### config.mk
export PLATFORM = sky130hd
export DESIGN_NAME = cmpc_control
export DESIGN_NICKNAME = d
export VERILOG_FILES = /design/src/core/cmpc_sync.v /design/src/core/cmpc_control.v
export VERILOG_INCLUDE_DIRS = /design/src /design/src/core
export SDC_FILE = /design/constraint.sdc
export NUM_CORES = 1
export LEC_CHECK = 0
export ABC_AREA = 0
export CORE_ASPECT_RATIO = 1.1
export CORE_MARGIN = 4
export CORE_UTILIZATION = 35
export DETAILED_ROUTE_END_ITERATION = 12
export DONT_BUFFER_PORTS = 1
export PLACE_DENSITY = 0.57
export SYNTH_ARGS = -nofsm -noshare
export SYNTH_HDL_FRONTEND = slang
export SYNTH_SLANG_ARGS = --single-unit
### constraint.sdc
create_clock -name ref_clk -period 2.3 [get_ports ref_clk]
set_clock_uncertainty 0.05 [all_clocks]
set_input_delay 0 -clock ref_clk [delete_from_list [all_inputs] [get_ports ref_clk]]
set_output_delay 0 -clock ref_clk [all_outputs]
set_load 0.005 [all_outputs]
### src/core/cmpc_consts.vh
// Constants for the comparator control register block
`ifndef CMPC_CONSTS_VH
`define CMPC_CONSTS_VH
`define CMPC_ADDR_CONTROL 8'h9B
`define CMPC_PAGE_CONTROL 8'h00
`define CMPC_BIT_ENABLE 7
`define CMPC_BIT_RESULT 6
`define CMPC_BIT_RISE 5
`define CMPC_BIT_FALL 4
`define CMPC_POS_HI 3
`define CMPC_POS_LO 2
`define CMPC_NEG_HI 1
`define CMPC_NEG_LO 0
`define CMPC_RESET_CONTROL 8'h00
`define CMPC_SYNC_STAGES 2
`endif

### src/core/cmpc_sync.v
// Two-flop synchroniser for the asynchronous comparator output
`timescale 1ns/100ps
module cmpc_sync #(
    parameter STAGES = 2
) (
    input wire ref_clk,
    input wire rst,
    input wire clk_en,
    input wire async_in,
    output wire sync_out
);
    // ***************************************************
    // Shift chain
    // ***************************************************
    reg [STAGES-1:0] chain_reg;

    // First stage feeds only the next stage; metastability stays contained
    always @(posedge ref_clk) begin
        if (rst) begin
            chain_reg <= {STAGES{1'b0}};
        end else if (clk_en) begin
            chain_reg <= {chain_reg[STAGES-2:0], async_in};
        end
    end

    assign sync_out = chain_reg[STAGES-1];
endmodule

### src/core/cmpc_control.v
// Comparator control and status register on the special-function bus
// Timing
// The comparator pin passes two flops before any logic sees it.
// Bit 6 then lags the pin by a further edge, three edges in all.
// An edge flag sets on the edge after the synchronised result changes.
// Interrupt requests follow the next flag value, so they rise with the flag.
// The port route follows the synchronised result, one edge after it changes.
// Writes take effect on the edge that samples the strobe.
// Read data and the select pulse stand for the one cycle after the strobe.
//
// Limitations
// Edge detection runs while the comparator is off, so enabling it can
// leave stale flags; software clears them once the analog side settles.
// Pulses on the pin shorter than a clock period may be missed entirely.
// A clear and a new edge in one cycle leave the flag set; the edge wins.
// Clock enable low freezes the synchroniser too, so a pulse seen then is
// only caught if the level still differs once the clock enable returns.
`timescale 1ns/100ps
`include "cmpc_consts.vh"
module cmpc_control (
    input wire ref_clk,
    input wire rst,
    input wire clk_en,
    input wire [7:0] sfr_addr,
    input wire [7:0] sfr_page,
    input wire sfr_wr,
    input wire sfr_rd,
    input wire [7:0] sfr_wdata,
    output reg [7:0] sfr_rdata,
    output reg sfr_sel,
    input wire comparator_raw,
    input wire rise_irq_mask,
    input wire fall_irq_mask,
    output reg comparator_enable,
    output reg [1:0] positive_hysteresis_sel,
    output reg [1:0] negative_hysteresis_sel,
    output reg comparator_port_out,
    output reg rise_irq_req,
    output reg fall_irq_req
);
    // ***************************************************
    // Decode
    // ***************************************************
    function hit;
        input [7:0] addr;
        input [7:0] page;
        begin
            hit = (addr == `CMPC_ADDR_CONTROL) && (page == `CMPC_PAGE_CONTROL);
        end
    endfunction

    wire sel_now = hit(sfr_addr, sfr_page);
    wire wr_hit = sfr_wr && sel_now;
    wire rd_hit = sfr_rd && sel_now;

    // ***************************************************
    // Result synchroniser and edge detection
    // ***************************************************
    wire result_sync;
    reg result_reg;
    reg rise_flag_reg;
    reg fall_flag_reg;
    reg rise_flag_next;
    reg fall_flag_next;

    cmpc_sync #(
        .STAGES(`CMPC_SYNC_STAGES)
    ) u_sync (
        .ref_clk(ref_clk),
        .rst(rst),
        .clk_en(clk_en),
        .async_in(comparator_raw),
        .sync_out(result_sync)
    );

    wire rise_seen = result_sync & ~result_reg;
    wire fall_seen = ~result_sync & result_reg;

    // ***************************************************
    // Write fields
    // ***************************************************
    // Slices taken once so every process reads the same bit positions
    wire wr_enable_bit = sfr_wdata[`CMPC_BIT_ENABLE];
    wire wr_rise_bit = sfr_wdata[`CMPC_BIT_RISE];
    wire wr_fall_bit = sfr_wdata[`CMPC_BIT_FALL];
    wire [1:0] wr_pos_hyst = sfr_wdata[`CMPC_POS_HI:`CMPC_POS_LO];
    wire [1:0] wr_neg_hyst = sfr_wdata[`CMPC_NEG_HI:`CMPC_NEG_LO];

    // Apart from reset, a write of 0 to a flag bit is the only way to clear it
    wire rise_clear = wr_hit & ~wr_rise_bit;
    wire fall_clear = wr_hit & ~wr_fall_bit;

    // ***************************************************
    // Flag next state
    // ***************************************************
    // A new edge wins over a clearing write in the same cycle, so no edge is lost
    always @* begin
        rise_flag_next = rise_flag_reg;
        if (rise_clear) begin
            rise_flag_next = 1'b0;
        end
        if (rise_seen) begin
            rise_flag_next = 1'b1;
        end
    end

    // Same priority for the falling side
    always @* begin
        fall_flag_next = fall_flag_reg;
        if (fall_clear) begin
            fall_flag_next = 1'b0;
        end
        if (fall_seen) begin
            fall_flag_next = 1'b1;
        end
    end

    // ***************************************************
    // Register state
    // ***************************************************
    // Enable bit; edge detection keeps running while off, software clears afterwards
    always @(posedge ref_clk) begin
        if (rst) begin
            comparator_enable <= 1'b0;
        end else if (clk_en && wr_hit) begin
            comparator_enable <= wr_enable_bit;
        end
    end

    // Hysteresis codes go straight to the analog block from these flops
    always @(posedge ref_clk) begin
        if (rst) begin
            positive_hysteresis_sel <= 2'h0;
            negative_hysteresis_sel <= 2'h0;
        end else if (clk_en && wr_hit) begin
            positive_hysteresis_sel <= wr_pos_hyst;
            negative_hysteresis_sel <= wr_neg_hyst;
        end
    end

    // Result history and sticky flags; writing 1 to a flag leaves it alone
    always @(posedge ref_clk) begin
        if (rst) begin
            result_reg <= 1'b0;
            rise_flag_reg <= 1'b0;
            fall_flag_reg <= 1'b0;
        end else if (clk_en) begin
            result_reg <= result_sync;
            rise_flag_reg <= rise_flag_next;
            fall_flag_reg <= fall_flag_next;
        end
    end

    // ***************************************************
    // Read value
    // ***************************************************
    // Bit 6 comes from the result history, so writes to it have no effect
    wire [7:0] read_value;

    assign read_value[`CMPC_BIT_ENABLE] = comparator_enable;
    assign read_value[`CMPC_BIT_RESULT] = result_reg;
    assign read_value[`CMPC_BIT_RISE] = rise_flag_reg;
    assign read_value[`CMPC_BIT_FALL] = fall_flag_reg;
    assign read_value[`CMPC_POS_HI:`CMPC_POS_LO] = positive_hysteresis_sel;
    assign read_value[`CMPC_NEG_HI:`CMPC_NEG_LO] = negative_hysteresis_sel;

    // ***************************************************
    // Outputs
    // ***************************************************
    // Read data valid one cycle after the strobe; zero otherwise so a bus OR works
    always @(posedge ref_clk) begin
        if (rst) begin
            sfr_rdata <= `CMPC_RESET_CONTROL;
            sfr_sel <= 1'b0;
        end else if (clk_en) begin
            sfr_sel <= rd_hit;
            if (rd_hit) begin
                sfr_rdata <= read_value;
            end else begin
                sfr_rdata <= 8'h00;
            end
        end
    end

    // Disabled comparator shows low on the port route; synced value keeps the pin clean
    always @(posedge ref_clk) begin
        if (rst) begin
            comparator_port_out <= 1'b0;
        end else if (clk_en) begin
            comparator_port_out <= comparator_enable & result_sync;
        end
    end

    // Requests follow the next flag value, saving a cycle; masks come from outside
    always @(posedge ref_clk) begin
        if (rst) begin
            rise_irq_req <= 1'b0;
            fall_irq_req <= 1'b0;
        end else if (clk_en) begin
            rise_irq_req <= rise_flag_next & rise_irq_mask;
            fall_irq_req <= fall_flag_next & fall_irq_mask;
        end
    end
endmodule

# Yosys cells after proc, flatten, opt, wreduce, memory -nomap -nowiden
# Cells that the tools add are included.
# W data, S select, Z words.
[word_totals]
ff_bits = 22
inputBits = 32
output_inout_bits = 17
elab_cells = 34
[op_classes]
n_eq_ne = 1
mux = 5
n_bitwise = 11
reduce_logical = 5
[op_table]
columns = ["operator", "n"]
rows = [
  ["$eq A8 B8 Y1 const B", 1],
  ["$logic_not A8 Y1", 1],
  ["$mux W8", 1],
  ["$and A1 B1 Y1", 7],
  ["$logic_and A1 B1 Y1", 4],
  ["$mux W1", 4],
  ["$not A1 Y1", 4],
]

# Longest topological paths before layout
# Gate-level depths: netlist of the first run.
[depth]
word_depth = 7
depth_mapped = 5
ltp_nobuf = 4

# Hierarchy
# Synthesis of the first run repeated with hierarchy kept, for this count alone.
[hier_totals]
hier_cells = 107
hier_area_um2 = 974.7
[by_module_without_submodules]
columns = ["mod", "n_inst", "cells_per_inst", "area_each_um2", "seq_area_each_um2"]
rows = [
  ["cmpc_control", 1, 101, 907.1, 400.4],
  ["cmpc_sync", 1, 6, 67.6, 40.0],
]

# Least setup slack after synthesis of the first run
# Ideal clock, no wire load.
[synth_timing]
path_kind = "in2reg"
startpoint = "in sfr_addr[5]"
endpoint = "reg fall_flag_reg"
setup_ns = 0.142
arrival_ns = 1.479
required_time_ns = 2.108
path_slack_ns = 0.629
stages = 5
n_path_buf = 1
cell_sequence = "or4b_4 > or4_4 > buf_6 > nor3b_2 > a311oi_1"
[synth_via]
elab_chain_len = 6
[synth_lines]
columns = ["element", "line", "text"]
rows = [
  ["start, declared", "cmpc_control.v:24", "input wire [7:0] sfr_addr,"],
  ["$eq A8 B8 Y1 (no source line)", "-", ""],
  ["$logic_and A1 B1 Y1", "cmpc_control.v:48", "hit = (addr == `CMPC_ADDR_CONTROL) && (page == `CMPC_PAGE_CONTROL);"],
  ["$logic_and A1 B1 Y1", "cmpc_control.v:53", "wire wr_hit = sfr_wr && sel_now;"],
  ["$and A1 B1 Y1", "cmpc_control.v:91", "wire fall_clear = wr_hit & ~wr_fall_bit;"],
  ["$mux W1", "cmpc_control.v:110", "if (fall_clear) begin"],
  ["$mux W1", "cmpc_control.v:113", "if (fall_seen) begin"],
  ["end signal, assigned", "cmpc_control.v:150", "fall_flag_reg <= fall_flag_next;"],
  ["end, declared", "cmpc_control.v:62", "reg fall_flag_reg;"],
]
# No other way between the ends.
# A chain may end at the register's enable or synchronous reset.

# Worst setup path in the final report of the first run
[layout_timing]
startpoint = "in sfr_addr[5]"
endpoint = "reg negative_hysteresis_sel[1]"
[layout_via]
elab_chain_len = 4
[layout_lines]
columns = ["element", "line", "text"]
rows = [
  ["$eq A8 B8 Y1 (no source line)", "-", ""],
  ["$logic_and A1 B1 Y1", "cmpc_control.v:48", ""],
  ["$logic_and A1 B1 Y1", "cmpc_control.v:53", ""],
  ["$logic_and A1 B1 Y1", "cmpc_control.v:135", "end else if (clk_en && wr_hit) begin"],
  ["end signal, assigned", "cmpc_control.v:137", "negative_hysteresis_sel <= wr_neg_hyst;"],
  ["end, declared", "cmpc_control.v:36", "output reg [1:0] negative_hysteresis_sel,"],
]
# No other way between the ends.

==> results.sh, run 1 <==
export IMPL_status="finished, final reports clean"
export IMPL_crit_chain="or4b_4, nor4_4, buf_4, nand4_1, dlygate4sd3_1, a21oi_1"
export IMPL_die_w_um=58.7
export IMPL_globalplace_congestion=0.714
export IMPL_grt_pass1_vias=861
export IMPL_io_buffers=0
export IMPL_cts_tree="built"
export IMPL_start_util_pct=38.1
export IMPL_synth_cell_types=26
export IMPL_p_leak_uw=0.000401
export IMPL_criticalPathCategory="in -> reg"
export IMPL_dieHeight_um=63.7
export IMPL_critPathLaunchType="input port"
export IMPL_synth_edff_count=0
export IMPL_num_fill_cells=247
export IMPL_synth_sequential_area_ratio_pct=44.6
export IMPL_netlist_instances=107
export IMPL_grt_first_pass_wirelength_mm=4.05
export IMPL_antenna_found_initial=0
export IMPL_syn_area_um2=988
export IMPL_routedWlPerCell_um=16.5
export IMPL_drive_above_1_share_pct=7.94
export IMPL_hp_class="in -> reg"
export IMPL_clk_path_buf_depth=2
export IMPL_async_flop_share_pct=0
export IMPL_wl_mm=2.58
export IMPL_synth_most_common_cell="dfxtp_1"
export IMPL_ios=49
export IMPL_avgViaCountPerCell=5.75
export IMPL_rsz0062_at_grt="false"
export IMPL_synth_area_per_cell_um2=9.24
export IMPL_slew_headroom_pct=21.6
export IMPL_via_count=902
export IMPL_post_dp_hpwl_mm=1.70
export IMPL_cts_root_buf="clkbuf_4"
export IMPL_arrival_ns=2.14
export IMPL_min_period_over_period_pct=84.7
export IMPL_fmaxAchievable_ghz=0.513
export IMPL_firstDrtPassIters=4
export IMPL_worst_slew_pin_transition_ns=1.18
export IMPL_fin_setup_tns_ns=0
export IMPL_clkSinkCount=22
export IMPL_setup_viol=0
export IMPL_critPathBufInv=2
export IMPL_synthFlopType="dfxtp_1"
export IMPL_synth_area_leaders="dfxtp_1 45%, nand4_1 8.2%, a21oi_1 7.6%"
export IMPL_post_layout_nonfiller_instances=157
export IMPL_clk_latency_ns=0.31
export IMPL_ir_worst_vdd_uv=262
export IMPL_top_register="sfr_rdata"
export IMPL_num_antenna_cells=0
export IMPL_yosys_top_cells_count="22 x dfxtp_1, 15 x a21oi_1, 13 x nand4_1, 10 x nand2b_1, 6 x clkbuf_1"
export IMPL_core_area_um2=2590
export IMPL_row_count=19
export IMPL_path_clk_slew_ns=0.12
export IMPL_synth_top_cell_area_share_pct=44.6
export IMPL_cts_buffers=3
export IMPL_power_density_nw_per_um2=522
export IMPL_grt_start_max_net_pins=38
export IMPL_slew_viol_final=0
export IMPL_htreeDepth=1
export IMPL_track_usage_pct=14.1
export IMPL_drc=0
export IMPL_antenna_left=0
export IMPL_hold_violations=0
export IMPL_grt_overflow_total=0
export IMPL_cp_end_kind="register"
export IMPL_min_period_ns=1.95
export IMPL_crit_required_ns=2.49
export IMPL_drv_cap=0
export IMPL_crit_slowest_cell="dlygate4sd3_1"
export IMPL_largest_register_ffs=8
export IMPL_ys_ff_latch=22
export IMPL_slowest_delay_ns=0.64
export IMPL_yosys_area_top_type="dfxtp_1"
export IMPL_drt_iter0_drc=44
export IMPL_syn2layout_area_growth_pct=27.6
export IMPL_synth_warnings=0
export IMPL_worstPathMaxFanout=9
export IMPL_finalNetCount=159
export IMPL_synth_nets=139
export IMPL_place_inst=130
export IMPL_dieArea_um2=3740
export IMPL_path_delay_family="simple AND/OR/NAND/NOR gates"
worst register-to-register path, cell delays in order, from the launching register on:
cell           delay [ns]
dfxtp_1              0.48
nand3_1              0.11
a21oi_1              0.15
dlygate4sd3_1        0.56
report_power, final:
group	switching, uW	internal (uW)	total (uW)
Sequential	3.00	384	387
Clock	121	96.7	218
Combinational	26.5	27.6	54.1
routing by layer:
metal / wire length, um / part of all wire, % / up-vias / GRT usage (%)
li1: - / - / 439 / -
met1: 1090 / 42 / 412 / 18.2
met2: 1170 / 45 / 47 / 20.5
met3: 268 / 10 / 4 / 4.43
met4: 51 / 2.0 / 0 / 7.93
met5: 0 / 0 / - / 0
what timing repair did:
action / CTS / global route
endpoints found under the hold margin: 22 / 0
setup endpoints to repair: 0 / 1
hold buffers: 23 / 0
resized for setup: 0 / 1
buffers inserted: 0 / 0
path summary, 6_finish.rpt:
| check | end | startpoint | slack (ns) | cells past startpoint |
|---|---|---|---|---|
| worst max-delay path | negative_hysteresis_sel[1] | sfr_addr[5] | 0.35 | 6 |
| worst min-delay path | sfr_rdata[3] | sfr_page[0] | 0.0004 | 4 |
| worst min register to register | sfr_rdata[6] | sfr_rdata[6] | 0.45 | 2 |
| worst max register to register | comparator_port_out | u_sync.chain_reg[1] | 0.92 | 3 |
placed cells by master (no fill, tap or decap), types with 3 or more instances in the layout:
cell type / n
dfxtp_1: 22
a21oi_1: 15
nand2b_1: 10
o21ai_0: 5
dlygate4sd3_1: 22
nand2_1: 3
clkbuf_4: 3
mux2i_1: 3
nand4_1: 13
nor2_1: 3
cell type report:
cell class / count / area [um2] / share of cell area, %
inverter: 2 / 7.51 / 0.595
timing repair buffer: 24 / 240 / 19.0
tap: 31 / 38.8 / 3.08
sequential: 22 / 440 / 34.9
multi-input combinational: 74 / 498 / 39.5
clock buffer: 4 / 36.3 / 2.88
cells by family (layout without fill, tap and decap cells):
group,after synthesis,after routing,synth area share (%)
compound gates,28,28,16.2
flops,22,22,44.6
simple gates,43,43,31.1
mux,3,3,3.04
buf+inv,11,30,5.06
per-stage QoR:
step | util [%] | setup WS [ns] | hold WS [ns] | instance area [um2] | total power, uW
after floorplan | - | 0.629 | 0.0221 | 988 | 424
after global placement | 38.3 | 0.647 | 0.0225 | 992 | 412
after detailed placement | 38.3 | 0.621 | 0.0243 | 992 | 412
after CTS | 48.6 | 0.272 | 0.000773 | 1260 | 660
after global routing | 48.7 | 0.189 | 0.00145 | 1260 | 687
final | 48.7 | 0.352 | 0.000400 | 1260 | 659
No activity file was read; power rests on OpenSTA's default activity.
==> run 2: changes to the inputs <==
==> constraint.sdc (replaced) <==
create_clock -name ref_clk -period 1.87 [get_ports ref_clk]
set_clock_uncertainty 0.05 [all_clocks]
set_input_delay 0 -clock ref_clk [delete_from_list [all_inputs] [get_ports ref_clk]]
set_output_delay 0 -clock ref_clk [all_outputs]
set_load 0.005 [all_outputs]
==> results.sh, run 2 (synthesis gave the netlist of run 1 again) <==
export IMPL_power_density_nw_per_um2=647
export IMPL_post_cts_buffers=0
export IMPL_clk_path_buf_depth=2
export IMPL_min_period_ns=1.65
export IMPL_r2r_end="sfr_rdata[5]"
export IMPL_dieArea_um2=3740
export IMPL_routedWlPerCell_um=16.5
export IMPL_via_count=852
export IMPL_worstRegToRegCells=3
export IMPL_num_antenna_cells=0
export IMPL_setup_slack_ns=0.219
export IMPL_drc=0
export IMPL_clk_latency_ns=0.30
export IMPL_cts_buffers=3
export IMPL_drive_above_1_share_pct=7.69
export IMPL_grt_pass1_vias=821
export IMPL_ios=49
export IMPL_ir_worst_vdd_uv=330
export IMPL_dieHeight_um=63.7
export IMPL_arrival_ns=1.85
export IMPL_worstPathMaxFanout=14
export IMPL_track_usage_pct=13.5
export IMPL_final_common_cell="dfxtp_1"
export IMPL_firstDrtPassIters=4
export IMPL_setup_viol=0
export IMPL_grt_first_pass_wirelength_mm=4.01
export IMPL_hold_violations=0
export IMPL_hp_class="in -> reg"
export IMPL_crit_required_ns=2.07
export IMPL_clkSinkCount=22
export IMPL_drv_cap=0
export IMPL_finalNetCount=151
export IMPL_syn2layout_area_growth_pct=18.1
export IMPL_cts_root_buf="clkbuf_4"
export IMPL_layout_common_cells="22 x dfxtp_1, 15 x a21oi_1, 14 x dlygate4sd3_1"
export IMPL_io_buffers=0
export IMPL_start_util_pct=38.1
export IMPL_place_area_um2=992
export IMPL_antenna_found_initial=0
export IMPL_worst_slew_pin_transition_ns=1.19
export IMPL_final_area_um2=1170
export IMPL_htreeDepth=1
export IMPL_top_register="sfr_rdata"
export IMPL_place_ws_ns=0.171
export IMPL_r2r_start="rise_flag_reg"
export IMPL_p_total_uw=756
export IMPL_fin_setup_tns_ns=0
export IMPL_wl_mm=2.44
export IMPL_hold_depth=4
export IMPL_cts_tree="built"
export IMPL_grt_start_max_net_pins=38
export IMPL_row_count=19
export IMPL_criticalPathCategory="in -> reg"
export IMPL_p_leak_uw=0.000371
export IMPL_antenna_left=0
export IMPL_slew_viol_final=0
export IMPL_status="finished, final reports clean"
export IMPL_rsz0062_at_grt="false"
export IMPL_min_period_over_period_pct=88.3
export IMPL_holdWs_ns=0.121
export IMPL_cp_end_kind="register"
export IMPL_r2r_setup_slack_ns=0.60
export IMPL_slew_headroom_pct=20.8
export IMPL_critPathLaunchType="input port"
export IMPL_largest_register_ffs=8
export IMPL_whs_endpoint="fall_irq_req"
export IMPL_avgViaCountPerCell=5.76
export IMPL_die_w_um=58.7
export IMPL_globalplace_congestion=0.725
export IMPL_path_clk_slew_ns=0.12
export IMPL_grt_overflow_total=0
export IMPL_core_area_um2=2590
export IMPL_drt_iter0_drc=34
export IMPL_hold_path_startpoint="sfr_page[0]"
export IMPL_fmaxAchievable_ghz=0.606
## run 2: cell types whose count changed in the layout (fill, tap and decap cells not counted), sizes merged
cell and delta:
clkbuf -1, dlygate4sd3 -8
## run 2: worst max path at each step
stage / endpoint / startpoint / slack (ns) / cells after the start
floorplan: fall_flag_reg / sfr_addr[5] / 0.20 / 5
global placement: fall_flag_reg / sfr_addr[5] / 0.22 / 4
detailed placement: rise_flag_reg / sfr_page[2] / 0.17 / 4
CTS: positive_hysteresis_sel[1] / clk_en / 0.06 / 4
global route: sfr_rdata[5] / sfr_addr[5] / 0.07 / 6
finish: sfr_rdata[5] / sfr_addr[5] / 0.22 / 6
## run 2: per-layer routing
metal	vias up	wire, um	GRT usage [%]	share of wire, %
met5	-	0	0	0
met2	38	1110	20.4	45
li1	427	-	-	-
met4	0	30	5.95	1.2
met1	385	1060	17.3	43
met3	2	241	4.43	9.9
## run 2: layout make-up
cell class,instances,area (um2)
tap,31,38.8
timing repair buffer,16,160
fill,249,1420
multi-input combinational,74,498
clock buffer,3,22.5
sequential,22,440
inverter,2,7.51
## run 2: report_power, final
group	internal, uW	switching [uW]	leakage (uW)
Sequential	472	3.70	0.000177
Clock	75.1	136	0.0000138
Combinational	34.0	35.2	0.000180
## run 2: repair_timing
action,4_1_cts,5_1_grt
endpoints found under the hold margin,22,0
hold buffers,15,0
endpoints found under the setup margin,0,5
gates resized for setup,0,1
## run 2: critical path, stage by stage
cell,delay (ns)
or4b_4,0.54
nor4_4,0.27
buf_4,0.23
nand4_1,0.12
a21oi_1,0.14
dlygate4sd3_1,0.56
## run 2: metrics by stage
step / std cells / util (%)
floorplan: 107 / -
global route: 148 / 45.1
detailed placement: 130 / 38.3
finish: 148 / 45.1
global placement: 130 / 38.3
CTS: 148 / 45.0
